### config.mk
export PLATFORM = sky130hd
export DESIGN_NAME = bsre_entry
export DESIGN_NICKNAME = d
export VERILOG_FILES = /design/src/include/bsre_pkg.sv /design/src/core/bsre_sync3.sv /design/src/core/bsre_entry.sv
export SDC_FILE = /design/constraint.sdc
export NUM_CORES = 1
export LEC_CHECK = 0
export ABC_CLOCK_PERIOD_IN_PS = 3500
export BUFFER_PORTS_ARGS = -buffer_cell sky130_fd_sc_hd__buf_2
export CORE_MARGIN = 5
export CORE_UTILIZATION = 55
export DETAILED_ROUTE_END_ITERATION = 8
export GPL_ROUTABILITY_DRIVEN = 0
export HOLD_SLACK_MARGIN = 0.15
export PLACE_DENSITY = 0.74
export SYNTH_ARGS = -nofsm -noshare
export SYNTH_HDL_FRONTEND = slang
export SYNTH_HIERARCHICAL = 1
export SYNTH_SLANG_ARGS = --single-unit
### constraint.sdc
create_clock -name ref_clk -period 3.5 [get_ports ref_clk]
set_input_delay 0.35 -clock ref_clk [delete_from_list [all_inputs] [get_ports ref_clk]]
set_output_delay 0.35 -clock ref_clk [all_outputs]
set_load 0.005 [all_outputs]
### src/include/bsre_pkg.sv
// constants and types for the switch-and-button register entry block
package bsre_pkg;
  localparam int unsigned CLK_HZ          = 100000000;
  localparam int unsigned FLASH_HALF_MS   = 50;
  localparam int unsigned FLASH_HALF_CYC  = CLK_HZ / 1000 * FLASH_HALF_MS;
  localparam int unsigned FLASH_CNT_W     = 23;
  localparam logic [3:0]  FLASH_EDGES     = 4'h8;
  localparam logic [3:0]  CODE_CANCEL     = 4'hE;
  localparam logic [3:0]  CODE_ENTER      = 4'hF;
  localparam logic [3:0]  CODE_MAX_DIGIT  = 4'h9;
  localparam int unsigned REG_COUNT       = 29;
  localparam logic [6:0]  REG_LAST        = 7'h1C;
  localparam logic [6:0]  REG_BANK_BASE   = 7'h04;
  localparam logic [1:0]  CLKS_PER_BANK   = 2'h3;
  localparam logic [1:0]  REG_DIGITS      = 2'h2;
  localparam int unsigned SW_SERIAL_BIT   = 3;
  localparam int unsigned SW_NOTEST_BIT   = 3;

  typedef enum logic [3:0] {
    BSRE_ST_FLASH0  = 4'h0,
    BSRE_ST_I2C     = 4'h1,
    BSRE_ST_REFCHK  = 4'h2,
    BSRE_ST_LOAD    = 4'h3,
    BSRE_ST_IDLE    = 4'h4,
    BSRE_ST_ACK     = 4'h5,
    BSRE_ST_COMMIT  = 4'h6,
    BSRE_ST_PROG    = 4'h7,
    BSRE_ST_ERROR   = 4'h8,
    BSRE_ST_SERIAL  = 4'h9
  } bsre_state_type;
endpackage

### src/core/bsre_sync3.sv
// three-stage input synchroniser with agreement on the last two stages
`timescale 1ns/1ps
module bsre_sync3 #(
  parameter int unsigned W = 1
) (
  // clock and reset
  input  wire logic         ref_clk,
  input  wire logic         rst_b,
  // pins
  input  wire logic [W-1:0] pinIn,
  output logic      [W-1:0] level
);
  logic [W-1:0] s1Reg;
  logic [W-1:0] s2Reg;
  logic [W-1:0] s3Reg;

  always_ff @(posedge ref_clk) begin
    if (!rst_b) begin
      s1Reg <= '0;
      s2Reg <= '0;
      s3Reg <= '0;
    end else begin
      s1Reg <= pinIn;
      s2Reg <= s1Reg;
      s3Reg <= s2Reg;
    end
  end

  // take a bit only once stages two and three agree
  always_ff @(posedge ref_clk) begin
    if (!rst_b) begin
      level <= '0;
    end else begin
      for (int i = 0; i < W; i++) begin
        if (s2Reg[i] == s3Reg[i]) begin
          level[i] <= s3Reg[i];
        end
      end
    end
  end
endmodule

### src/core/bsre_entry.sv
// switch-and-button register entry with start-up synthesiser check
`timescale 1ns/1ps
// How it works
// switch-versus-serial editing mode is latched once at start-up only.
// one digit per accepted press, sampled from the switches at that moment.
// switch weights 8,4,2,1 form the four-bit digit code.
// every accepted press starts a four-flash LED acknowledge.
// presses during the flash sequence are ignored, acting as debounce.
// code E discards the partial entry and restarts.
// code F writes the register, stores it, programs synth if active bank.
// twenty-nine 32-bit registers, numbered 0 to 28, kept nonvolatile.
// leading digits pick the register, following digits form the value.
// frequency register values are hertz.
// committed entries for registers above 28 are silently dropped.
// at power-up the LED flashes four times before other actions.
// first check synth I2C answer, then the divided reference measurement.
// a failed check lights the LED steadily and ignores all inputs.
// button held at power-up skips the check and all synth access.
// after a passed check, program the active bank frequencies.
// with switch 1 on, no synth self-test and no GPS calibration.
// operator keeps switches off at power-up except serial select.
// operator grounds the GPS second pulse while programming.
// exactly two register digits; value digits accumulate decimally, MSD first.
// codes 10 to 13 are acknowledged but otherwise ignored.
module bsre_entry
  import bsre_pkg::*;
#(
  // flash half period in clock cycles
  parameter int unsigned HALF_CYC = FLASH_HALF_CYC
) (
  // clock and reset
  input  wire logic        ref_clk,
  input  wire logic        rst_b,
  // operator pins
  input  wire logic [3:0]  dipSwitch,
  input  wire logic        entryPushbutton,
  input  wire logic [2:0]  bankSelect,
  input  wire logic        gpsSecondPulseInput,
  output logic             ledOn,
  // synthesiser check and programming
  output logic             i2cProbeStart,
  input  wire logic        i2cProbeDone,
  input  wire logic        i2cProbeAck,
  output logic             refMeasStart,
  input  wire logic        refMeasDone,
  input  wire logic        refMeasOk,
  output logic             synthWrite,
  output logic [1:0]       synthOutput,
  output logic [31:0]      synthFreqHz,
  input  wire logic        synthBusy,
  // nonvolatile store
  output logic             nvWrite,
  output logic [4:0]       nvAddr,
  output logic [31:0]      nvData,
  // status
  output logic             serialMode,
  output logic             gpsCalEnable,
  output logic             synthBypass,
  output logic             errorLock
);
  logic [3:0]      swLvl;
  logic            btnLvl;
  logic [2:0]      bankLvl;
  logic [3:0]      inSyncOut;
  logic [3:0]      btnBankSync;
  bsre_state_type  stateReg;
  logic [FLASH_CNT_W-1:0] flashCntReg;
  logic [3:0]      flashEdgeReg;
  logic            btnPrevReg;
  logic            startupReg;
  logic [1:0]      regDigitsReg;
  logic [6:0]      regNumReg;
  logic [31:0]     valueReg;
  logic [3:0]      codeReg;
  logic [31:0]     regFile [0:REG_COUNT-1];
  logic [1:0]      loadIdxReg;
  logic [2:0]      activeBankReg;
  logic            pressEvt;
  logic            flashTick;
  logic            flashDone;
  logic [6:0]      bankBase;
  logic [6:0]      loadAddr;
  logic            goError;

  bsre_sync3 #(.W(4)) uSyncSw (
    .ref_clk (ref_clk),
    .rst_b   (rst_b),
    .pinIn   (dipSwitch),
    .level   (inSyncOut)
  );
  bsre_sync3 #(.W(4)) uSyncBtn (
    .ref_clk (ref_clk),
    .rst_b   (rst_b),
    .pinIn   ({entryPushbutton, bankSelect}),
    .level   (btnBankSync)
  );
  assign swLvl   = inSyncOut;
  assign btnLvl  = btnBankSync[3];
  assign bankLvl = btnBankSync[2:0];

  // press edge and flash timing
  assign pressEvt  = btnLvl && !btnPrevReg;
  assign flashTick = (flashCntReg == FLASH_CNT_W'(HALF_CYC - 1));
  assign flashDone = flashTick && (flashEdgeReg == FLASH_EDGES - 4'h1);
  assign bankBase  = REG_BANK_BASE + 7'(activeBankReg) * 7'(CLKS_PER_BANK);
  assign loadAddr  = bankBase + 7'(loadIdxReg);
  // error entry, lit in the same cycle as the lock flag
  assign goError   = (stateReg == BSRE_ST_I2C && i2cProbeDone && !i2cProbeAck)
                     || (stateReg == BSRE_ST_REFCHK && refMeasDone && !refMeasOk);

  always_ff @(posedge ref_clk) begin
    if (!rst_b) begin
      btnPrevReg <= 1'b0;
    end else begin
      btnPrevReg <= btnLvl;
    end
  end

  // flash counter, runs in both flash states
  always_ff @(posedge ref_clk) begin
    if (!rst_b) begin
      flashCntReg  <= '0;
      flashEdgeReg <= 4'h0;
    end else if (stateReg == BSRE_ST_FLASH0 || stateReg == BSRE_ST_ACK) begin
      if (flashTick) begin
        flashCntReg  <= '0;
        flashEdgeReg <= flashDone ? 4'h0 : flashEdgeReg + 4'h1;
      end else begin
        flashCntReg <= flashCntReg + FLASH_CNT_W'(1);
      end
    end else begin
      flashCntReg  <= '0;
      flashEdgeReg <= 4'h0;
    end
  end

  // start-up straps caught at the end of the power-up flash
  always_ff @(posedge ref_clk) begin
    if (!rst_b) begin
      startupReg   <= 1'b1;
      serialMode   <= 1'b0;
      synthBypass  <= 1'b0;
      gpsCalEnable <= 1'b0;
    end else if (startupReg && stateReg == BSRE_ST_FLASH0 && flashDone) begin
      startupReg   <= 1'b0;
      serialMode   <= swLvl[SW_SERIAL_BIT];
      synthBypass  <= btnLvl || swLvl[SW_NOTEST_BIT];
      gpsCalEnable <= !swLvl[SW_NOTEST_BIT];
    end
  end

  // main sequencer
  always_ff @(posedge ref_clk) begin
    if (!rst_b) begin
      stateReg      <= BSRE_ST_FLASH0;
      i2cProbeStart <= 1'b0;
      refMeasStart  <= 1'b0;
      synthWrite    <= 1'b0;
      synthOutput   <= 2'h0;
      synthFreqHz   <= 32'h0;
      loadIdxReg    <= 2'h0;
      activeBankReg <= 3'h0;
      codeReg       <= 4'h0;
      errorLock     <= 1'b0;
    end else begin
      i2cProbeStart <= 1'b0;
      refMeasStart  <= 1'b0;
      synthWrite    <= 1'b0;
      case (stateReg)
        BSRE_ST_FLASH0: begin
          if (flashDone) begin
            activeBankReg <= bankLvl;
            if (swLvl[SW_SERIAL_BIT]) begin
              stateReg <= BSRE_ST_SERIAL;
            end else if (btnLvl || swLvl[SW_NOTEST_BIT]) begin
              stateReg <= BSRE_ST_IDLE;
            end else begin
              i2cProbeStart <= 1'b1;
              stateReg      <= BSRE_ST_I2C;
            end
          end
        end
        BSRE_ST_I2C: begin
          if (i2cProbeDone) begin
            if (i2cProbeAck) begin
              refMeasStart <= 1'b1;
              stateReg     <= BSRE_ST_REFCHK;
            end else begin
              errorLock <= 1'b1;
              stateReg  <= BSRE_ST_ERROR;
            end
          end
        end
        BSRE_ST_REFCHK: begin
          if (refMeasDone) begin
            if (refMeasOk) begin
              loadIdxReg <= 2'h0;
              stateReg   <= BSRE_ST_LOAD;
            end else begin
              errorLock <= 1'b1;
              stateReg  <= BSRE_ST_ERROR;
            end
          end
        end
        BSRE_ST_LOAD: begin
          if (!synthBusy && !synthWrite) begin
            synthWrite  <= 1'b1;
            synthOutput <= loadIdxReg;
            synthFreqHz <= regFile[loadAddr[4:0]];
            if (loadIdxReg == CLKS_PER_BANK - 2'h1) begin
              stateReg <= BSRE_ST_IDLE;
            end else begin
              loadIdxReg <= loadIdxReg + 2'h1;
            end
          end
        end
        BSRE_ST_IDLE: begin
          if (pressEvt) begin
            codeReg  <= swLvl;
            stateReg <= BSRE_ST_ACK;
          end
        end
        BSRE_ST_ACK: begin
          if (flashDone) begin
            stateReg <= (codeReg == CODE_ENTER) ? BSRE_ST_COMMIT : BSRE_ST_IDLE;
          end
        end
        BSRE_ST_COMMIT: begin
          stateReg <= BSRE_ST_IDLE;
          if (regDigitsReg == REG_DIGITS && regNumReg <= REG_LAST
              && !synthBypass && regNumReg >= bankBase
              && regNumReg < bankBase + 7'(CLKS_PER_BANK)) begin
            synthOutput <= 2'(regNumReg - bankBase);
            synthFreqHz <= valueReg;
            stateReg    <= BSRE_ST_PROG;
          end
        end
        BSRE_ST_PROG: begin
          if (!synthBusy) begin
            synthWrite <= 1'b1;
            stateReg   <= BSRE_ST_IDLE;
          end
        end
        BSRE_ST_ERROR: begin
          stateReg <= BSRE_ST_ERROR;
        end
        BSRE_ST_SERIAL: begin
          stateReg <= BSRE_ST_SERIAL;
        end
        default: begin
          stateReg <= BSRE_ST_FLASH0;
        end
      endcase
    end
  end

  // digit accumulation, applied when the acknowledge finishes
  always_ff @(posedge ref_clk) begin
    if (!rst_b) begin
      regDigitsReg <= 2'h0;
      regNumReg    <= 7'h00;
      valueReg     <= 32'h0;
    end else if (stateReg == BSRE_ST_COMMIT) begin
      regDigitsReg <= 2'h0;
      regNumReg    <= 7'h00;
      valueReg     <= 32'h0;
    end else if (stateReg == BSRE_ST_ACK && flashDone) begin
      if (codeReg == CODE_CANCEL) begin
        regDigitsReg <= 2'h0;
        regNumReg    <= 7'h00;
        valueReg     <= 32'h0;
      end else if (codeReg <= CODE_MAX_DIGIT) begin
        if (regDigitsReg < REG_DIGITS) begin
          regNumReg    <= 7'(regNumReg * 7'h0A) + 7'(codeReg);
          regDigitsReg <= regDigitsReg + 2'h1;
        end else begin
          valueReg <= 32'(valueReg * 32'h0000000A) + 32'(codeReg);
        end
      end
    end
  end

  // register file and nonvolatile store write
  always_ff @(posedge ref_clk) begin
    if (!rst_b) begin
      nvWrite <= 1'b0;
      nvAddr  <= 5'h00;
      nvData  <= 32'h0;
    end else begin
      nvWrite <= 1'b0;
      if (stateReg == BSRE_ST_COMMIT && regDigitsReg == REG_DIGITS
          && regNumReg <= REG_LAST) begin
        regFile[regNumReg[4:0]] <= valueReg;
        nvWrite <= 1'b1;
        nvAddr  <= regNumReg[4:0];
        nvData  <= valueReg;
      end
    end
  end

  // led: flashes, steady on error
  always_ff @(posedge ref_clk) begin
    if (!rst_b) begin
      ledOn <= 1'b0;
    end else if (stateReg == BSRE_ST_ERROR || goError) begin
      ledOn <= 1'b1;
    end else if (stateReg == BSRE_ST_FLASH0 || stateReg == BSRE_ST_ACK) begin
      ledOn <= !flashEdgeReg[0];
    end else begin
      ledOn <= 1'b0;
    end
  end
endmodule

Yosys cells after proc, flatten, opt, wreduce, memory -nomap -nowiden
Memories as Yosys holds them, arrays and structs flattened.
Cells that the tools add are included.
{"block": "totals", "register_bits": 195, "ramBits": 928, "input_bits": 16, "n_memories": 1}
{"block": "classes", "addsub": 10, "multipliers": 3, "n_lt_le_gt_ge": 5, "n_eq_ne": 37, "n_mux": 51, "bitwise": 4, "n_reduce_logical": 47}
{"memory": "regFile", "depth": 29, "width": 32, "rd": 1, "rd_ports_with_merged_regs": 0, "write_ports": 1, "line_no": "bsre_entry.sv:75", "source": "logic [31:0] regFile [0:REG_COUNT-1];"}
{"cell": "$mux W32", "n": 5}
{"cell": "$pmux W32 S2", "n": 1}
{"cell": "$mux W4", "n": 12}
{"cell": "$pmux W4 S10", "n": 1}
{"cell": "$add A32 B4 Y32", "n": 1}
{"cell": "$mul A32 B3 Y31 const B", "n": 1}
{"cell": "$ne A2 B2 Y1 const B", "n": 14}
{"cell": "$add A23 B1 Y23 const B", "n": 1}
{"cell": "$eq A23 B23 Y1 const B", "n": 1}
{"cell": "$mux W2", "n": 11}
{"cell": "$mux W7", "n": 3}
{"cell": "$eq A4 B3 Y1 const B", "n": 5}
{"cell": "$eq A4 B4 Y1 const B", "n": 4}
{"cell": "$logic_and A1 B1 Y1", "n": 16}
{"cell": "$mux W1", "n": 13}
{"cell": "$reduce_and A3 Y1", "n": 4}
{"cell": "$reduce_and A5 Y1", "n": 2}
{"cell": "$reduce_bool A2 Y1", "n": 5}
{"cell": "$eq A1 B1 Y1", "n": 8}
{"cell": "$eq A4 B2 Y1 const B", "n": 2}
{"cell": "$logic_not A1 Y1", "n": 8}
{"cell": "$pmux W2 S2", "n": 2}
{"cell": "$reduce_and A8 Y1", "n": 1}
{"cell": "$add A6 B2 Y7 const B", "n": 1}
{"cell": "24 further kinds", "n": 35}

Logic depth before layout (Yosys ltp)
Gate-level depths: netlist of the first run.
{"block": "depth", "word_depth": 7, "mapped_depth": 18, "mapped_depth_nobuf": 15}

Cells and area by module
Netlist of the first run, hierarchy kept.
{"mod": "bsre_entry", "instances": 1, "cells_each": 2584, "area_each_um2": 45260.9, "seq_area_each_um2": 31129.9}
{"mod": "bsre_sync3", "instances": 2, "cells_each": 41, "area_each_um2": 481.7, "seq_area_each_um2": 320.3}

Least setup slack after synthesis of the first run
OpenSTA, ideal clock, no wires.
{"block": "synth_timing", "path_kind": "register to register", "startpoint": "register valueReg[1]", "endpoint": "register valueReg[31]", "setup_time_ps": 61, "arrival_ps": 3784, "t_required_ps": 3439, "path_slack_ps": -344, "stages_incl_launch_ff": 14, "synth_period_minus_slack_ps": 3844, "cell_sequence": "dfxtp_1 -> ha_1 -> ha_1 -> fa_1 -> a211oi_2 -> o21ai_4 -> a32oi_2 -> nand2_1 -> nor2_1 -> o2111a_1 -> nand4_1 -> nor4_1 -> mux2_2 -> nand2_1"}
{"block": "synth_via", "elab_chain_len": 5}
{"element": "from (decl)", "line_no": "bsre_entry.sv:73", "source": "logic [31:0] valueReg;"}
{"element": "from (signal assigned)", "line_no": "bsre_entry.sv:277", "source": "valueReg <= 32'(valueReg * 32'h0000000A) + 32'(codeReg);"}
{"element": "$mul A32 B3 Y31", "line_no": "bsre_entry.sv:277"}
{"element": "$add A32 B4 Y32", "line_no": "bsre_entry.sv:277"}
{"element": "$mux W32", "line_no": "bsre_entry.sv:273", "source": "if (regDigitsReg < REG_DIGITS) begin"}
{"element": "$mux W32", "line_no": "bsre_entry.sv:272", "source": "end else if (codeReg <= CODE_MAX_DIGIT) begin"}
{"element": "$mux W32", "line_no": "bsre_entry.sv:268", "source": "if (codeReg == CODE_CANCEL) begin"}
No other way between the ends. The select of a mux whose other input is x is not followed.
A chain may end at the register's enable or synchronous reset.

Final worst setup path of the first run
{"block": "layout_timing", "startpoint": "register activeBankReg[0]", "endpoint": "register synthFreqHz[3]"}
{"block": "layout_via", "elab_chain_len": 7, "word_cells_on_any_way": 13, "cone_classes": "3 x add/sub; 1 x mul; 2 x order compare; 1 x eq/ne; 2 x mux; 3 x reduce/logical; 1 x memory"}
{"element": "from (decl)", "line_no": "bsre_entry.sv:77", "source": "logic [2:0] activeBankReg;"}
{"element": "from (signal assigned)", "line_no": "bsre_entry.sv:172", "source": "activeBankReg <= bankLvl;"}
{"element": "$mul A3 B2 Y5 (*)", "line_no": "bsre_entry.sv:105", "source": "assign bankBase = REG_BANK_BASE + 7'(activeBankReg) * 7'(CLKS_PER_BANK);"}
{"element": "$add A3 B5 Y6 (*)", "line_no": "bsre_entry.sv:105"}
{"element": "$add A6 B2 Y7 or $ge A7 B6 Y1 (tied branches)", "line_no": "bsre_entry.sv:232, bsre_entry.sv:231"}
{"element": "$lt A7 B7 Y1 or $logic_and A1 B1 Y1 (tied branches)", "line_no": "bsre_entry.sv:232, bsre_entry.sv:231"}
{"element": "$logic_and A1 B1 Y1", "line_no": "bsre_entry.sv:232", "source": "&& regNumReg < bankBase + 7'(CLKS_PER_BANK)) begin"}
{"element": "$ne A2 B2 Y1 (no line)"}
{"element": "$reduce_and A3 Y1 (no line)"}
{"element": "to (signal assigned)", "line_no": "bsre_entry.sv:209", "source": "synthFreqHz <= regFile[loadAddr[4:0]];"}
{"element": "to (signal assigned)", "line_no": "bsre_entry.sv:234", "source": "synthFreqHz <= valueReg;"}
{"element": "to (decl)", "line_no": "bsre_entry.sv:49", "source": "output logic [31:0] synthFreqHz,"}
Every way passes the cells marked *; elsewhere a longest branch is shown, timed or not. The select of a mux whose other input is x is not followed.

==> results by group, run 1 <==
Timing
  – Highest clock rate: about 280 MHz
  – Slew Limit Headroom: 34.9%
  – Final period util: 102%
  – RSZ-0062 raised after global routing: yes
  – Clock Skews: 0.0292 ns
  – Post-route minimum period: 3.58 ns
  – Slew Limit Fails: 0
  – Least-Margin Pin Slew: between 0.9 and 1 ns
  – Final setup viols: 15
  – Fin. Hold Viols: 0
  – Final WS setup: -0.0773 ns

CTS
  – Clock sinks: around 1100
  – CTS tree: built
  – CTS root buffer: clkbuf_16
  – CTS Buf Count: 109
  – CTS H-tree lvls: 3
  – Max clock buf depth: 3
  – Worst skew pair latency: between 0.6 and 0.7 ns
  – Clock slew at reported path FFs: around 0.07 ns

Detailed routing
  – Vias: approximately 27000
  – Routed wire length: around 130000 um
  – Starting DRT DRC Count: around 3400
  – Routed len/inst: just under 30 um
  – Vias per Instance: 6.41
  – DRT antenna net count: 0
  – Number of detailed-route iterations in the first pass: 6
  – DRC: 0

Floorplan
  – I/O Pins: 96
  – Die Span X: ~300 um
  – Core box area: about 0.084 mm2
  – Initial cell density of the core: roughly 55%
  – Die area: ~0.090 mm2
  – Rows: 106
  – Die Span Y: between 200 and 300 um

Placement
  – Post-DP HPWL: 68500 um
  – Placed cells: slightly below 4000
  – Port buffer count: between 90 and 100

Synth
  – Library cells used by synthesis: 88
  – Asr flop ratio synth: 0%
  – EDFF count, synth: 928
  – Sequential area share after synthesis: just under 70%
  – Post-Syn Area: about 0.046 mm2
  – Syn nets: between 2000 and 3000
  – Yosys warns: 6
  – Syn avg cell area: ~17 um2
  – #FFs+latches synth: between 1000 and 1500
  – Post-Synthesis Cells: between 2000 and 3000
  – Top FF cell, synth: edfxtp_1

Layout
  – Fillcell total: about 5400
  – Final cell count without fillers: roughly 4200
  – Area Overhead vs Synth: 19.6%
  – Post-Route Utilization: around two thirds
  – Layout Nets: around 3100
  – Fraction of layout cells with a size suffix above 1: 33.3%

Status
  – Failing checks: negative setup slack
  – Outcome: finished with violations

Pwr
  – Internal power: ~21000 uW
  – Reg power frac: 53.5%
  – Design Power: 26700 uW
  – Combinational Power Share: 0.4%
  – Peak supply drop: roughly 440 uV
  – P_sw: roughly 5200 uW
  – Leakage power: 0.0214 uW
  – Switching Share: between 10% and 20%
  – Clock power frac: around 46%
  – Pwr per Cell Area: ~480 mW/mm2

Setup path
  – Crit Path Max Fanout: 8
  – Worst setup EP type: flop
  – Startpoint types: flop
  – CP required: between 4 and 5 ns
  – Crit path DAT: slightly above 4 ns
  – CP Class: flop to flop

Global routing
  – Initial antenna violation count: 5
  – Largest net degree at the start of global routing: 60
  – Grt total ovfl: 0
  – Total GRT Usage: 27.6%
  – Global-route wire length before repair: 182000 um
  – Vias in the first global route: approximately 28000

Job
  – Max-capacitance violation count: 0

Worst hold path
  – Hold crit path type: flop to flop
kinds of logic (layout without fill, tap and decap cells):
kind of cell               after synthesis  in the layout  share of synthesized area [%]
DFF                                   1123           1123                           68.7
and+or+nand+nor                        561            561                           6.06
muxes                                  333            333                           15.0
AOI/OAI and AO/OA                      303            303                           4.37
buffers and inverters                  166            620                           1.52
adders and majority gates               94             94                           2.64
xor gates and xnor gates                86             86                           1.68
other                                    0              2                              0
placed cells by master (no fill, tap or decap), types with 40 or more instances in the layout:
cell type,netlist,layout
a21boi_0,48,47
nand3_1,43,41
a21oi_1,80,68
buf_12,0,54
buf_2,33,93
dfxtp_1,195,168
clkbuf_16,0,113
edfxtp_1,928,928
o21ai_0,44,40
nor2b_1,49,48
xnor2_1,48,45
buf_4,0,199
ha_1,87,75
nor2_1,158,126
nand2_1,155,155
mux4_2,288,288
registers in the layout (all words and copies together), names as in the netlist, 5 cells and up:
signal       flops
flashCntReg     23
nvAddr           5
nvData          32
regFile        928
regNumReg        7
synthFreqHz     32
valueReg        32
synth_stat cells (4+ instances only):
cell type,number,area (um2)
xor2_1,35,307
o21a_1,9,67.6
nor4b_1,4,35.0
nand4_1,15,93.8
inv_1,30,113
nor4_2,5,62.6
o21ai_0,44,220
nor2_1,158,593
nand2_1,155,582
ha_1,87,1090
buf_1,12,45.0
a21o_1,7,52.6
nor3_1,21,105
o21ai_1,9,45.0
a211oi_1,33,248
dfxtp_1,195,3900
and2_2,16,120
nand3_1,43,215
mux2i_1,44,440
o21bai_1,4,30.0
and3_1,20,125
or3_1,10,62.6
a21boi_0,48,360
and2_1,20,125
clkbuf_1,86,323
buf_6,5,56.3
a21oi_1,80,400
mux4_2,288,6490
a31oi_1,8,50.1
a22oi_1,19,143
xnor2_1,48,420
nor2b_1,49,307
a21oi_2,6,52.6
or2_2,4,25.0
edfxtp_1,928,27900
fa_1,6,120
nand2b_1,6,37.5
buf_2,33,165
nor4_1,6,37.5
worst max-delay path, cell delays in order, from the launching register on:
cell and delay (ns):
dfxtp_2 0.34, inv_2 0.05, ha_4 0.28, inv_4 0.04, fa_4 0.84, buf_12 0.20, buf_4 0.15, buf_12 0.12
buf_6 0.10, mux4_2 0.29, mux4_2 0.53, mux2i_4 0.21, a211oi_2 0.10, a21oi_1 0.17, nor2b_1 0.07
routing by layer:
metal	global-route usage [%]	vias up	routed length (um)
met5	0	-	0
met4	8.68	0	4430
met3	6.56	296	13600
met2	45.1	1611	61000
met1	37.3	13748	46300
li1	-	11274	-
stage by stage:
step	instance area (um2)	setup slack (ns)	TNS, ns	hold slack, ns
after floorplan	46300	-0.00670	-0.00670	0.406
after global placement	50300	-0.0931	-0.259	0.418
after detailed placement	50300	-0.133	-2.08	0.419
after CTS	54800	-0.0850	-0.557	0.413
after global routing	55300	-0.148	-3.08	0.436
final	55300	-0.0773	-0.725	0.435
power groups by stage:
| stage | registers [uW] | clock network (uW) | logic [uW] |
|---|---|---|---|
| CTS | 14300 | 12400 | 102 |
| global placement | 14600 | 0 | 84.9 |
| floorplan | 14600 | 0 | 60.8 |
| finish | 14300 | 12300 | 102 |
| global route | 14300 | 13000 | 111 |
| detailed placement | 14600 | 0 | 89.0 |
timing repair:
item / 4_1_cts / 5_1_grt
setup buffers: 10 / 12
endpoints found under the setup margin: 37 / 45
pin swaps: 16 / 27
gates cloned: 6 / 1
gates resized for setup: 67 / 74
hold buffers: 16 / 0
endpoints found under the hold margin: 38 / 0
cell type report:
class / count / area (um2) / area share (%)
Sequential cell: 1123 / 31800 / 57.6
Multi-Input combinational cell: 1377 / 14600 / 26.4
Timing Repair Buffer: 383 / 3600 / 6.52
Clock buffer: 139 / 2990 / 5.41
Tap cell: 1080 / 1350 / 2.45
Clock inverter: 68 / 787 / 1.42
Inverter: 30 / 115 / 0.208
Antenna cell: 2 / 5.00 / 0.00906
worst paths after layout:
kind                     start                 to  slack (ns)  cells past startpoint
max           activeBankReg[0]     synthFreqHz[3]       -0.08                     14
min          uSyncBtn/s1Reg[1]  uSyncBtn/s2Reg[1]        0.44                      1
max reg2reg   activeBankReg[0]     synthFreqHz[3]       -0.08                     14
min reg2reg  uSyncBtn/s1Reg[1]  uSyncBtn/s2Reg[1]        0.44                      1
Power figures use the tool's default switching activity.
==> run 2, diff against run 1 <==
ABC_CLOCK_PERIOD_IN_PS = 3300   (was 3500)
PLACE_DENSITY = 0.8   (was 0.74)
SYNTH_HIERARCHICAL = default   (was 1)
clock period = 3.3 ns   (was 3.5 ns; I/O delays follow)
==> run 2 against run 1 <==
- the flow still finishes with violations (negative setup slack)
- non-clock buffer count is 55 higher
- via count rose by 6.0%
- global-route usage increased by 1.9 points
- sequential power grew 6%
- total power increased by 5.3%
- largest cell class unchanged
- highest routed layer is now met5
==> results by group, run 2 <==
Status
  – Outcome: finished with violations
  – Failing checks: negative setup slack

Synth
  – Sequential area share after synthesis: 69.2% (+0.45 points)
  – Post-Synthesis Cells: 2666 (unchanged)
  – Top FF cell, synth: edfxtp_1
  – Yosys warns: 0 (-6)
  – Commonest cells post-synth: edfxtp_1, mux4_2, nor2_1
  – Post-Syn Area: 0.0459 mm2 (-0.65%)
  – Syn nets: 2775 (unchanged)
  – Synth top area share: 60.7% (+0.39 points)
  – #FFs+latches synth: 1123 (unchanged)
  – EDFF count, synth: 928 (unchanged)
  – Library cells used by synthesis: 81 (-8.0%)
  – Count leader, synth: edfxtp_1
  – Leading area contributor after synthesis: edfxtp_1
  – Asr flop ratio synth: 0% (unchanged)
  – Synth top area cells: edfxtp_1, mux4_2, dfxtp_1
  – Syn avg cell area: 17.2 um2 (-0.65%)

Setup path
  – CP most frequent cell: buf_6
  – Startpoint types: flop
  – CP Class: flop to flop
  – CP max-delay cell: fa_2
  – Worst r2r src: activeBankReg[0]
  – Crit Path Max Fanout: 5 (-3)
  – CP required: 3.91 ns (-0.17 ns)
  – Crit path DAT: 4.25 ns (+0.10 ns)
  – Worst setup EP type: flop
  – WP buf/inv: 5 (-1)
  – WP depth: 18 (+4)
  – Crit-path cells: buf_6 > ha_4 > inv_2 > fa_2 > buf_6 > nor2_4 > xor2_1 > ha_1 > o21a_1 > o21a_1 > o21ai_2 > nand3_2 > and2_4 > buf_12 > buf_6 > a311oi_2 > a21oi_1 > nor2_1
  – Crit-path leading delay family: adder cells
  – CP max stage delay: 0.60 ns (-0.24 ns)
  – Critical R2R Capture: synthFreqHz[12]
  – Flop2flop setup slack: -0.33 ns (-0.26 ns)
  – Cell count of the worst reg-to-reg path: 18 (+4)

Global routing
  – Met2 GRT Util: 49.8% (+4.7 points)
  – Met1 Resource Use GR: 37.3% (+0.063 points)
  – Vias in the first global route: 28750 (+3.8%)
  – Largest net degree at the start of global routing: 65 (+8.3%)
  – Initial antenna violation count: 2 (-3)
  – GRT Max-Usage Layer: met2
  – GR Util met3: 6.27% (-0.29 points)
  – Global-route wire length before repair: 193000 um (+5.8%)
  – Grt total ovfl: 0 (unchanged)
  – Total GRT Usage: 29.5% (+1.9 points)

Timing
  – Slew Limit Fails: 0 (unchanged)
  – Slew Limit Headroom: 40.1% (+5.2 points)
  – Final period util: 110% (+7.9 points)
  – Clock Skews: 0.0375 ns (+0.00830 ns)
  – Setup TNS Final: -7.17 ns (-6.45 ns)
  – Final setup viols: 46 (+31)
  – Least-Margin Pin Slew: 0.896 ns (-0.0801 ns)
  – Final WS setup: -0.335 ns (-0.257 ns)
  – Highest clock rate: 275 MHz (-1.6%)
  – Post-route minimum period: 3.63 ns (+0.0572 ns)
  – Fin. Hold Viols: 0 (unchanged)
  – RSZ-0062 raised after global routing: yes

CTS
  – Clock slew at reported path FFs: 0.06 ns (about the same)
  – CTS tree: built
  – Max clock buf depth: 3 (unchanged)
  – CTS Buf Count: 106 (-2.8%)
  – Worst skew pair latency: 0.70 ns (+0.02 ns)
  – Clock sinks: 1123 (unchanged)
  – CTS root buffer: clkbuf_16
  – CTS H-tree lvls: 3 (unchanged)

Placement
  – Post-DP HPWL: 71800 um (+4.7%)
  – Port buffer count: 94 (unchanged)
  – Placed cells: 3960 (+0.28%)
  – Pre-CTS WS: -0.308 ns (-0.176 ns)

Pwr
  – Combinational Power Share: 0.7% (+0.3 points)
  – Switching Share: 20.1% (+0.55 points)
  – Clock power frac: 45.4% (-0.7 points)
  – Pwr per Cell Area: 506 mW/mm2 (+4.8%)
  – Leakage power: 0.0215 uW (+0.47%)
  – Peak supply drop: 581 uV (+33%)
  – Internal power: 22500 uW (+4.6%)
  – P_sw: 5650 uW (+8.3%)
  – Reg power frac: 53.9% (+0.4 points)

Layout
  – Post-Route Utilization: 66.7% (+0.52 points)
  – Fraction of layout cells with a size suffix above 1: 34.0% (+0.69 points)
  – Final cell count without fillers: 4247 (+1.1%)
  – Max reg flops: 928 (unchanged)
  – Area Overhead vs Synth: 20.9%
  – Most frequent cells in the layout: edfxtp_1, mux4_2, buf_4, nor2_1, dfxtp_1
  – Most common cell after layout, fill and taps aside: edfxtp_1
  – Layout Nets: 3182 (+1.6%)

Detailed routing
  – Routed len/inst: 31.7 um (+6.2%)
  – DRT antenna net count: 0 (unchanged)
  – DRC: 0 (unchanged)
  – Vias: 28542 (+6.0%)
  – Routed wire length: 135000 um (+7.4%)
  – Starting DRT DRC Count: 4233 (+24%)
  – Vias per Instance: 6.72 (+4.9%)
  – Number of detailed-route iterations in the first pass: 5 (-1)

Floorplan
  – Core box area: 0.0833 mm2 (-0.32%)
  – I/O Pins: 96 (unchanged)
  – Die area: 0.0894 mm2 (-0.63%)
  – Initial cell density of the core: 55.1% (-0.18 points)
  – Die Span X: 299 um (-0.31%)
  – Die Span Y: 299 um (-0.31%)
  – Rows: 106 (unchanged)

Worst hold path
  – Hold-critical path endpoint: uSyncBtn.s1Reg[0]
  – Hold Path Depth: 3 (+2)
  – HP Start: bankSelect[0]
  – Hold crit path type: input port to flop

Job
  – Max-capacitance violation count: 0 (unchanged)
-- run 2: cell types whose count changed after synthesis, sizes merged, moves of 9 or more --
cell    delta
a21boi    -47
nor2b     -41
clkbuf     +9
a21oi     +44
nor2      +58
nand3     -22
o21ai     -11
-- run 2: worst max path at each step --
stage | start | endpoint | slack, ns
floorplan | activeBankReg[0] | synthFreqHz[27] | -0.17
global placement | activeBankReg[0] | synthFreqHz[17] | -0.26
detailed placement | activeBankReg[0] | synthFreqHz[22] | -0.31
CTS | activeBankReg[0] | synthFreqHz[25] | -0.19
global route | activeBankReg[0] | synthFreqHz[12] | -0.37
finish | activeBankReg[0] | synthFreqHz[12] | -0.33
-- run 2: cell families (layout without fill, tap and decap cells) --
group / after synthesis / after routing / synth area share, %
simple gates: 560 / 561 / 5.82
xor+xnor: 89 / 89 / 1.70
flops: 1123 / 1123 / 69.2
buf+inv: 176 / 675 / 1.54
compound gates: 298 / 298 / 4.16
fa+ha+maj: 94 / 94 / 2.65
other cells: 0 / 1 / 0
mux: 326 / 326 / 15.0
-- run 2: repair_timing --
item                                    4_1_cts  5_1_grt
gates resized for setup                      94       91
endpoints found under the hold margin        17        0
endpoints found under the setup margin       45       68
setup buffers                                44       23
gates cloned                                  8        5
hold buffers                                 16        0
pin swaps                                    26       31
-- run 2: worst register-to-register path, delay by kind of cell (launching register included) --
family          cells  cell delay [ns]
xor+xnor            1             0.16
simple gates        4             0.57
compound gates      5             0.86
fa+ha+maj           3             1.01
buf+inv             5             0.58
flops               1             0.39
-- run 2: power groups by stage --
stage | Sequential (uW) | Combinational, uW | Clock (uW)
after floorplan | 15500 | 124 | 0
after global placement | 15500 | 167 | 0
after detailed placement | 15500 | 178 | 0
after CTS | 15200 | 195 | 12800
after global routing | 15100 | 216 | 13500
final | 15200 | 200 | 12800
-- run 2: cell type report --
class	count	area, um2
multi-input cells	1368	14400
fillers	5063	27800
well taps	1080	1350
clock buffers	145	3030
repair buffers	438	4110
diodes	1	2.50
flip-flops and latches	1123	31800
clock inverters	56	629
inverters	36	139
-- run 2: layer usage --
metal	routed length [um]	vias to the layer above	part of all wire, %
li1	-	11344	-
met1	45300	14389	34
met2	66200	2277	49
met3	15500	530	12
met4	7550	2	5.6
met5	7	-	0.0052
-- run 2: stage by stage --
stage | instance area, um2 | power [uW] | hold WS, ns
after floorplan | 46100 | 15600 | 0.412
after global placement | 50000 | 15600 | 0.416
after detailed placement | 50000 | 15600 | 0.430
after CTS | 54900 | 28100 | 0.372
after global routing | 55500 | 28800 | 0.399
final | 55500 | 28100 | 0.394
